## config.mk

```make
export PLATFORM = sky130hd
export DESIGN_NAME = pcie_device_control_status
export DESIGN_NICKNAME = d
export VERILOG_FILES = /design/src/hdl/devctl_pkg.sv /design/src/hdl/pcie_device_control_status.sv /design/src/hdl/level_sync.sv
export SDC_FILE = /design/constraint.sdc
export NUM_CORES = 1
export LEC_CHECK = 0
export ABC_CLOCK_PERIOD_IN_PS = 4100
export BUFFER_PORTS_ARGS = -buffer_cell sky130_fd_sc_hd__buf_2
export CAP_MARGIN = 25
export CORE_ASPECT_RATIO = 1.1
export CORE_MARGIN = 3
export CORE_UTILIZATION = 49
export CTS_CLUSTER_SIZE = 8
export DETAILED_ROUTE_END_ITERATION = 8
export PLACE_DENSITY_LB_ADDON = 0.15
export SYNTH_ARGS = -nofsm -noshare
export SYNTH_HDL_FRONTEND = slang
export SYNTH_SLANG_ARGS = --single-unit
```

## constraint.sdc

```tcl
create_clock -name ref_clk_i -period 4.1 [get_ports ref_clk_i]
set_input_delay 0.615 -clock ref_clk_i [delete_from_list [all_inputs] [get_ports ref_clk_i]]
set_output_delay 0.615 -clock ref_clk_i [all_outputs]
set_load 0.005 [all_outputs]
```

## src/hdl/devctl_pkg.sv

```systemverilog
// Shared constants and types for the device control and status register pair
package devctl_pkg;

	// ----------------------------------------------------------------
	// Configuration space layout
	// ----------------------------------------------------------------
	localparam logic [11:0] DEVICE_CONTROL_OFFSET = 12'h0a8;
	localparam logic [11:0] DEVICE_STATUS_OFFSET  = 12'h0aa;
	// Both halves live in the aligned dword at this address
	localparam logic [11:0] DEVCTL_DWORD_ADDR     = 12'h0a8;

	// ----------------------------------------------------------------
	// Control field positions
	// ----------------------------------------------------------------
	localparam int CTL_ERR_LO   = 0;
	localparam int CTL_RO_EN    = 4;
	localparam int CTL_MPS_LO   = 5;
	localparam int CTL_EXT_TAG  = 8;
	localparam int CTL_PHANTOM  = 9;
	localparam int CTL_AUX_PM   = 10;
	localparam int CTL_NOSNOOP  = 11;
	localparam int CTL_MRRS_LO  = 12;
	localparam int CTL_FLR      = 15;

	// ----------------------------------------------------------------
	// Status field positions
	// ----------------------------------------------------------------
	localparam int STS_ERR_LO   = 0;
	localparam int STS_AUX_DET  = 4;
	localparam int STS_PENDING  = 5;

	// ----------------------------------------------------------------
	// Reset values and encodings
	// ----------------------------------------------------------------
	localparam logic [3:0] ERR_REP_RESET   = 4'h0;
	localparam logic       RO_EN_RESET     = 1'b1;
	localparam logic [2:0] MPS_RESET       = 3'h0;
	localparam logic       AUX_PM_RESET    = 1'b0;
	localparam logic       NOSNOOP_RESET   = 1'b1;
	localparam logic [2:0] MRRS_RESET      = 3'h2;
	localparam logic [2:0] MRRS_MAX_CODE   = 3'h3;
	localparam logic [2:0] MPS_CAP_DEFAULT = 3'h2;
	// Payload of code n is 128 << n bytes
	localparam int         SIZE_BASE_SHIFT = 7;

	// ----------------------------------------------------------------
	// Carriers
	// ----------------------------------------------------------------
	typedef struct packed {
		logic        valid;
		logic        write;
		logic [11:0] addr;
		logic [3:0]  be;
		logic [31:0] data;
	} cfg_req_s;

	typedef struct packed {
		logic [2:0] mrrs;
		logic       nosnoop_en;
		logic       aux_pm;
		logic [2:0] mps;
		logic       ro_en;
		logic [3:0] err_rep;
	} ctrl_s;

	typedef struct packed {
		logic       corr;
		logic       nonfatal;
		logic       fatal;
		logic       unsup;
	} err_s;

endpackage

```

## src/hdl/pcie_device_control_status.sv

```systemverilog
// Device control and status registers of the endpoint capability structure
`timescale 1ns/1ns
`default_nettype none
module pcie_device_control_status
	import devctl_pkg::*;
#(
	parameter logic [2:0] MPS_CAP = devctl_pkg::MPS_CAP_DEFAULT
) (
	// Clock and power-good reset
	input  wire logic                  ref_clk_i,
	input  wire logic                  rst_i,
	// Ordinary (non power-good) reset, same clock
	input  wire logic                  link_reset_i,
	// Configuration access
	input  wire devctl_pkg::cfg_req_s  cfg_req_i,
	output logic                       cfg_ack_o,
	output logic [31:0]                cfg_rdata_o,
	// Events and state from the core
	input  wire devctl_pkg::err_s      err_detect_i,
	input  wire logic                  pending_i,
	input  wire logic                  relaxed_order_disable_i,
	input  wire logic [1:0]            nosnoop_gate_bits_i,
	input  wire logic                  rx_valid_i,
	input  wire logic [12:0]           rx_len_i,
	// Strap pin
	input  wire logic                  aux_power_strap_i,
	// Controls to the core
	output devctl_pkg::ctrl_s          ctrl_o,
	output logic                       relaxed_order_ok_o,
	output logic [1:0]                 nosnoop_ok_o,
	output logic                       flr_o,
	output devctl_pkg::err_s           err_msg_o,
	output logic                       rx_oversize_o
);

	// ----------------------------------------------------------------
	// State
	// ----------------------------------------------------------------
	typedef struct packed {
		ctrl_s       ctrl;
		err_s        err_sts;
		logic        aux_det;
		logic        pending;
		logic        ack;
		logic [31:0] rdata;
		logic        flr;
		err_s        msg;
		logic        ro_ok;
		logic [1:0]  ns_ok;
		logic        rx_over;
	} state_s;

	state_s s;
	state_s next_s;
	logic   strap_sync;

	// Strap comes from a pin, so it is synchronised first
	level_sync #(
		.WIDTH (1)
	) u_strap_sync (
		.ref_clk_i (ref_clk_i),
		.rst_i     (rst_i),
		.async_i   (aux_power_strap_i),
		.sync_o    (strap_sync)
	);

	// ----------------------------------------------------------------
	// Helpers
	// ----------------------------------------------------------------
	// Control register as software sees it
	function automatic logic [15:0] ctrl_view(input ctrl_s c);
		logic [15:0] v;
		v = 16'h0000;
		v[CTL_ERR_LO +: 4]  = c.err_rep;
		v[CTL_RO_EN]        = c.ro_en;
		v[CTL_MPS_LO +: 3]  = c.mps;
		v[CTL_EXT_TAG]      = 1'b0;
		v[CTL_PHANTOM]      = 1'b0;
		v[CTL_AUX_PM]       = c.aux_pm;
		v[CTL_NOSNOOP]      = c.nosnoop_en;
		v[CTL_MRRS_LO +: 3] = c.mrrs;
		v[CTL_FLR]          = 1'b0;
		return v;
	endfunction

	// Payload size in bytes for a size code
	function automatic logic [13:0] code_bytes(input logic [2:0] code);
		return 14'(14'h0001 << (SIZE_BASE_SHIFT + int'(code)));
	endfunction

	// Register bit order puts correctable at bit 0, the struct puts it on top
	function automatic err_s err_from_bits(input logic [3:0] b);
		err_s e;
		e.corr     = b[0];
		e.nonfatal = b[1];
		e.fatal    = b[2];
		e.unsup    = b[3];
		return e;
	endfunction

	// Inverse of the above, for the read path
	function automatic logic [3:0] err_to_bits(input err_s e);
		return {e.unsup, e.fatal, e.nonfatal, e.corr};
	endfunction

	// ----------------------------------------------------------------
	// Next-state logic
	// ----------------------------------------------------------------
	logic        hit;
	logic        wr;
	logic [15:0] wctl;
	logic [15:0] wsts;
	logic        soft_rst;

	always_comb begin
		next_s   = s;
		hit      = cfg_req_i.valid && (cfg_req_i.addr == DEVCTL_DWORD_ADDR);
		wr       = hit && cfg_req_i.write;
		wctl     = cfg_req_i.data[15:0];
		wsts     = cfg_req_i.data[31:16];
		// Ordinary reset or a function reset started last cycle
		soft_rst = link_reset_i || s.flr;

		// Register writes, byte lane by byte lane
		if (wr && cfg_req_i.be[0]) begin
			next_s.ctrl.err_rep = wctl[CTL_ERR_LO +: 4];
			next_s.ctrl.ro_en   = wctl[CTL_RO_EN];
			// Oversized codes are dropped, not clipped
			if (wctl[CTL_MPS_LO +: 3] <= MPS_CAP) begin
				next_s.ctrl.mps = wctl[CTL_MPS_LO +: 3];
			end
		end
		if (wr && cfg_req_i.be[1]) begin
			next_s.ctrl.aux_pm     = wctl[CTL_AUX_PM];
			next_s.ctrl.nosnoop_en = wctl[CTL_NOSNOOP];
			// Reserved read-request codes leave the field unchanged
			if (wctl[CTL_MRRS_LO +: 3] <= MRRS_MAX_CODE) begin
				next_s.ctrl.mrrs = wctl[CTL_MRRS_LO +: 3];
			end
		end
		next_s.flr = wr && cfg_req_i.be[1] && wctl[CTL_FLR];

		// Error flags: set beats a simultaneous write-one clear
		next_s.err_sts = s.err_sts;
		if (wr && cfg_req_i.be[2]) begin
			next_s.err_sts = s.err_sts & ~err_from_bits(wsts[STS_ERR_LO +: 4]);
		end
		next_s.err_sts = next_s.err_sts | err_detect_i;

		// Function reset and ordinary reset clear non-sticky fields; payload size is cleared by ordinary reset only
		if (soft_rst) begin
			next_s.ctrl.err_rep    = ERR_REP_RESET;
			next_s.ctrl.ro_en      = RO_EN_RESET;
			next_s.ctrl.nosnoop_en = NOSNOOP_RESET;
			next_s.ctrl.mrrs       = MRRS_RESET;
			next_s.err_sts         = err_detect_i;
		end
		if (link_reset_i) begin
			next_s.ctrl.mps = MPS_RESET;
		end

		// Strap and pending mirror their sources
		next_s.aux_det = strap_sync;
		next_s.pending = pending_i;

		// Messages only for enabled categories
		next_s.msg = err_detect_i & err_from_bits(s.ctrl.err_rep);

		// Attribute permissions
		next_s.ro_ok = s.ctrl.ro_en && !relaxed_order_disable_i;
		next_s.ns_ok = {2{s.ctrl.nosnoop_en}} & nosnoop_gate_bits_i;

		// Received payload check against the programmed size
		next_s.rx_over = rx_valid_i && ({1'b0, rx_len_i} > code_bytes(s.ctrl.mps));

		// Read path, unmapped addresses read zero
		next_s.ack   = cfg_req_i.valid;
		next_s.rdata = 32'h0000_0000;
		if (hit && !cfg_req_i.write) begin
			next_s.rdata[15:0]                 = ctrl_view(s.ctrl);
			next_s.rdata[16 + STS_ERR_LO +: 4] = err_to_bits(s.err_sts);
			next_s.rdata[16 + STS_AUX_DET]     = s.aux_det;
			next_s.rdata[16 + STS_PENDING]     = s.pending;
		end
	end

	// ----------------------------------------------------------------
	// Registers
	// ----------------------------------------------------------------
	// Power-good reset restores everything, sticky bits included
	always_ff @(posedge ref_clk_i or posedge rst_i) begin
		if (rst_i) begin
			s                 <= '0;
			s.ctrl.err_rep    <= ERR_REP_RESET;
			s.ctrl.ro_en      <= RO_EN_RESET;
			s.ctrl.mps        <= MPS_RESET;
			s.ctrl.aux_pm     <= AUX_PM_RESET;
			s.ctrl.nosnoop_en <= NOSNOOP_RESET;
			s.ctrl.mrrs       <= MRRS_RESET;
		end else begin
			s <= next_s;
		end
	end

	// Outputs straight from flops
	assign cfg_ack_o          = s.ack;
	assign cfg_rdata_o        = s.rdata;
	assign ctrl_o             = s.ctrl;
	assign relaxed_order_ok_o = s.ro_ok;
	assign nosnoop_ok_o       = s.ns_ok;
	assign flr_o              = s.flr;
	assign err_msg_o          = s.msg;
	assign rx_oversize_o      = s.rx_over;

	// ----------------------------------------------------------------
	// Assertions
	// ----------------------------------------------------------------
	property p_err_rep_written;
		@(posedge ref_clk_i) disable iff (rst_i)
		(wr && cfg_req_i.be[0] && !link_reset_i && !s.flr)
			|=> (s.ctrl.err_rep == $past(cfg_req_i.data[3:0]));
	endproperty
	a_err_rep_written: assert property (p_err_rep_written) else $error("enable write lost");

	property p_ro_perm;
		@(posedge ref_clk_i) disable iff (rst_i)
		(!s.ctrl.ro_en) |=> !s.ro_ok;
	endproperty
	a_ro_perm: assert property (p_ro_perm) else $error("relaxed order without enable");

	property p_mps_bound;
		@(posedge ref_clk_i) disable iff (rst_i)
		s.ctrl.mps <= MPS_CAP;
	endproperty
	a_mps_bound: assert property (p_mps_bound) else $error("payload code above capability");

	property p_mps_kept_flr;
		@(posedge ref_clk_i) disable iff (rst_i)
		(s.flr && !link_reset_i && !cfg_req_i.valid) |=> $stable(s.ctrl.mps);
	endproperty
	a_mps_kept_flr: assert property (p_mps_kept_flr) else $error("payload lost on function reset");

	property p_ctl_ro_zero;
		@(posedge ref_clk_i) disable iff (rst_i)
		s.ack |-> (s.rdata[CTL_EXT_TAG] == 1'b0) && (s.rdata[CTL_PHANTOM] == 1'b0)
			&& (s.rdata[CTL_FLR] == 1'b0);
	endproperty
	a_ctl_ro_zero: assert property (p_ctl_ro_zero) else $error("read-only zero bit set");

	property p_mrrs_legal;
		@(posedge ref_clk_i) disable iff (rst_i)
		s.ctrl.mrrs <= MRRS_MAX_CODE;
	endproperty
	a_mrrs_legal: assert property (p_mrrs_legal) else $error("reserved read size held");

	property p_flr_pulse;
		@(posedge ref_clk_i) disable iff (rst_i)
		(wr && cfg_req_i.be[1] && cfg_req_i.data[CTL_FLR]) |=> flr_o ##1 (s.ctrl.mrrs == MRRS_RESET);
	endproperty
	a_flr_pulse: assert property (p_flr_pulse) else $error("function reset not started");

	property p_err_sticky;
		@(posedge ref_clk_i) disable iff (rst_i)
		(s.err_sts.fatal && !(wr && cfg_req_i.be[2] && cfg_req_i.data[18])
			&& !link_reset_i && !s.flr) |=> s.err_sts.fatal;
	endproperty
	a_err_sticky: assert property (p_err_sticky) else $error("error flag cleared without write");

	property p_unsup_set;
		@(posedge ref_clk_i) disable iff (rst_i)
		err_detect_i.unsup |=> s.err_sts.unsup;
	endproperty
	a_unsup_set: assert property (p_unsup_set) else $error("unsupported request not flagged");

	// Correctable flag must read at status bit 0, unsupported at bit 3
	property p_sts_order;
		@(posedge ref_clk_i) disable iff (rst_i)
		(hit && !cfg_req_i.write) |=> (cfg_rdata_o[16 + STS_ERR_LO] == $past(s.err_sts.corr))
			&& (cfg_rdata_o[16 + STS_ERR_LO + 3] == $past(s.err_sts.unsup));
	endproperty
	a_sts_order: assert property (p_sts_order) else $error("status bit order wrong");

	property p_msg_gated;
		@(posedge ref_clk_i) disable iff (rst_i)
		err_msg_o.corr |-> ($past(s.ctrl.err_rep[0]) && $past(err_detect_i.corr));
	endproperty
	a_msg_gated: assert property (p_msg_gated) else $error("message without enable");

	property p_pending_seen;
		@(posedge ref_clk_i) disable iff (rst_i)
		pending_i ##1 (hit && !cfg_req_i.write) |=> cfg_rdata_o[16 + STS_PENDING];
	endproperty
	a_pending_seen: assert property (p_pending_seen) else $error("pending not reported");

	c_flr:     cover property (@(posedge ref_clk_i) disable iff (rst_i) flr_o);
	c_w1c:     cover property (@(posedge ref_clk_i) disable iff (rst_i)
		s.err_sts.corr ##1 !s.err_sts.corr);
	c_rx_over: cover property (@(posedge ref_clk_i) disable iff (rst_i) rx_oversize_o);

endmodule
`default_nettype wire

```

## src/hdl/level_sync.sv

```systemverilog
// Two flip-flop synchroniser for slow level inputs
`timescale 1ns/1ns
`default_nettype none
module level_sync #(
	parameter int WIDTH = 1
) (
	// Clock and reset
	input  wire logic             ref_clk_i,
	input  wire logic             rst_i,
	// Levels
	input  wire logic [WIDTH-1:0] async_i,
	output logic      [WIDTH-1:0] sync_o
);

	typedef struct packed {
		logic [WIDTH-1:0] meta;
		logic [WIDTH-1:0] held;
	} sync_state_s;

	sync_state_s s;
	sync_state_s next_s;

	// First stage feeds only the second
	always_comb begin
		next_s.meta = async_i;
		next_s.held = s.meta;
	end

	always_ff @(posedge ref_clk_i or posedge rst_i) begin
		if (rst_i) begin
			s <= '0;
		end else begin
			s <= next_s;
		end
	end

	assign sync_o = s.held;

endmodule
`default_nettype wire

```

==> metrics <==
buffer depth of the longest clock path=2; number of synthesized register bits=50; final total negative setup slack=0 ns; cell breakdown of the critical path=inv_1 > or3_1 > ha_1 > and3_1 > nand4_1 > a311o_1 > a31oi_1; Fmax achieved=494 MHz; net total in the final layout=between 300 and 400; kind of end point of the critical path=register; Tightest Hold Check Type=in -> async; outcome=finished clean; vias per cell=around 5; clock edge transition at the registers on the reported setup and hold paths=0.08 ns; clk root buf=sky130_fd_sc_hd__clkbuf_8; Resize count post-CTS=0; data arrival time of the critical path=2.24 ns; Worst-Skew Late Latency=a little under 0.3 ns; core region area=between 0.004 and 0.005 sq mm; signed area change from the synthesized netlist to the final layout=14.0%; Worst Clk Skew=around 0.0034 ns; number of synthesis warnings=0; commonest cells after routing, fill and taps aside=102 x sky130_fd_sc_hd__buf_2, 47 x sky130_fd_sc_hd__dfrtp_1, 26 x sky130_fd_sc_hd__and2_1; die area=around 0.0061 sq mm; Detailed Place HPWL=approximately 3.7 mm; Routed WL per cell=13.1 um; hold buffers post-CTS=0; pin count of the biggest net entering global routing=51; longest individual stage delay on the worst path=between 0.4 and 0.5 ns; element type at the critical path start=register; overall fraction of global-route tracks in use=between 15 and 20%; global-route wire length before repair=7.34 mm; Final Critical Period=between 2 and 2.5 ns; initial antenna violation count=0; power density over cell area=approximately 290 mW/mm^2; number of maximum-capacitance constraint violations=0; leftover overflow at the end of global routing=0; Antenna Violating Nets Remaining=0; Yosys top cell area share=a little under half; peak supply drop=between 150 and 200 uV; share of layout cells above drive strength 1=between 30% and 40%; Post-synth EDFFs=0; total count of hold-check failures in the final report=0; Pre-antenna DRT Iters=4; number of clock sinks=50; number of DRC markers in iteration 0=66; final critical-path share of the clock period=between 40% and 50%; maximum fanout encountered on the critical timing path=6; Mapped Cells=around 230; number of cell rows=26; final weighted congestion of routability-driven global placement=approximately 0.8; clock tree from TritonCTS=yes; Routed WL=roughly 4.7 mm; Synth area leaders=sky130_fd_sc_hd__dfrtp_1 46%, sky130_fd_sc_hd__buf_4 15%, sky130_fd_sc_hd__and2_1 6.4%; total setup buffers inserted after CTS=0; H-tree levels=2; vias in the first global route=roughly 1700; count of final max-slew check failures=0; number of distinct standard cells referenced by the synthesized netlist=37; reported leakage power=~1.7 nW; data required time at the worst endpoint=approximately 4.3 ns; number of buffers created by CTS=5; worst setup path class=reg -> reg; starting utilization of the core area=a little over half; Async S/R FF share, synth=100%; via count=approximately 1700; pre-CTS setup slack=slightly below 2 ns; area leader, netlist=sky130_fd_sc_hd__dfrtp_1; most common cell after layout, fill and taps aside=sky130_fd_sc_hd__buf_2; buffers added on ports=102; Inserted Diodes=0; slew at the pin with the worst max-slew slack=between 0.6 and 0.7 ns; die outline height=81.7 um; Setup-failing EPs final=0; Netlist Area Pre-Place=~0.0026 sq mm; RSZ-0062 raised after global routing=false; crit path setup slack, layout=2.07 ns; average instance area after synthesis=11.2 sq um; number of DRC violations after detailed routing=0; register area share after synthesis=49.1%; I/O pin total=131; cell with the largest stage delay on the worst path=sky130_fd_sc_hd__dfrtp_1; worst slew margin relative to its limit=57.7%; most instantiated flip-flop cell in the synthesis netlist=sky130_fd_sc_hd__dfrtp_1; die boundary width=74.8 um
-- power by group --
part           total (mW)  switching, mW  internal (mW)
sequential          0.502        0.00227          0.500
clock               0.262          0.145          0.118
combinational      0.0805         0.0413         0.0392
total               0.845          0.188          0.657
-- path summary, 6_finish.rpt --
check	startpoint	end	slack (ns)	depth (start not counted)
worst max-delay path	ctrl_o[6]	rx_oversize_o	2.07	7
worst min-delay path	rst_i	cfg_rdata_o[13]	0.19	2
worst max register to register	ctrl_o[6]	rx_oversize_o	2.07	7
worst min register to register	u_strap_sync.next_s[0]	u_strap_sync.sync_o	0.36	0
max in group asynchronous	rst_i	ctrl_o[4]	3.40	3
min in group ref_clk_i	u_strap_sync.next_s[0]	u_strap_sync.sync_o	0.36	0
-- cells by family (layout without fill, tap and decap cells) --
group           count (synthesis)  in the layout  synth area share (%)
simple gates                   75             75                  19.4
buf+inv                        59            117                  16.2
fa+ha+maj                      13             13                  6.37
compound gates                 21             21                  5.83
flops                          50             50                  49.1
mux                             7              7                  2.79
other cells                     2             20                 0.294
-- state kept, by name (all words and copies together), names as in the netlist --
| name | count |
|---|---|
| ctrl_o | 13 |
| flr_o | 1 |
| relaxed_order_ok_o | 1 |
| s | 6 |
| cfg_ack_o | 1 |
| rx_oversize_o | 1 |
| err_msg_o | 4 |
| u_strap_sync.sync_o | 1 |
| nosnoop_ok_o | 2 |
| cfg_rdata_o | 19 |
| u_strap_sync.next_s | 1 |
-- through the flow --
stage / std cells / utilization [%] / hold WS (ns) / power, mW / instance area, sq um
6_report: 359 / 60.0 / 0.185 / 0.845 / 2910
5_1_grt: 359 / 60.0 / 0.173 / 0.892 / 2910
4_1_cts: 358 / 59.6 / 0.358 / 0.857 / 2890
3_5_place_dp: 351 / 58.1 / 0.339 / 0.591 / 2810
3_3_place_gp: 351 / 58.1 / 0.333 / 0.588 / 2810
2_1_floorplan: 245 / - / 0.331 / 0.558 / 2620
-- critical path, delay by kind of cell, from the launching register on --
family,cells,cell delay (ns)
AO/OA/AOI/OAI,2,0.44
adder cells (fa/ha/maj),1,0.32
buffers and inverters,1,0.12
flip-flops,1,0.41
AND/OR/NAND/NOR,3,0.67
-- layout make-up --
cell class | count | area [sq um]
Multi-Input combinational cell | 136 | 952
Inverter | 7 | 26.3
Clock buffer | 7 | 76.3
Tap cell | 56 | 70.1
Sequential cell | 50 | 1250
Fill cell | 416 | 1940
Timing Repair Buffer | 103 | 531
-- synthesized netlist by cell type (all sizes together), types with 4 or more instances --
cell type	instances
nand4	8
and2	26
inv	7
ha	13
o21ai	6
and3	4
nand2	4
mux2i	6
nand3	6
a31o	4
nor2	8
dfrtp	47
a21oi	4
buf	52
or3	5
-- layer usage --
layer / share of wire, % / wire length, um / track usage (%)
met1: 42 / 1960 / 19.6
met2: 47 / 2230 / 26.4
met3: 9.4 / 445 / 5.26
met4: 1.6 / 74 / 5.34
met5: 0 / 0 / 0
(Power assumes the default switching activity.)
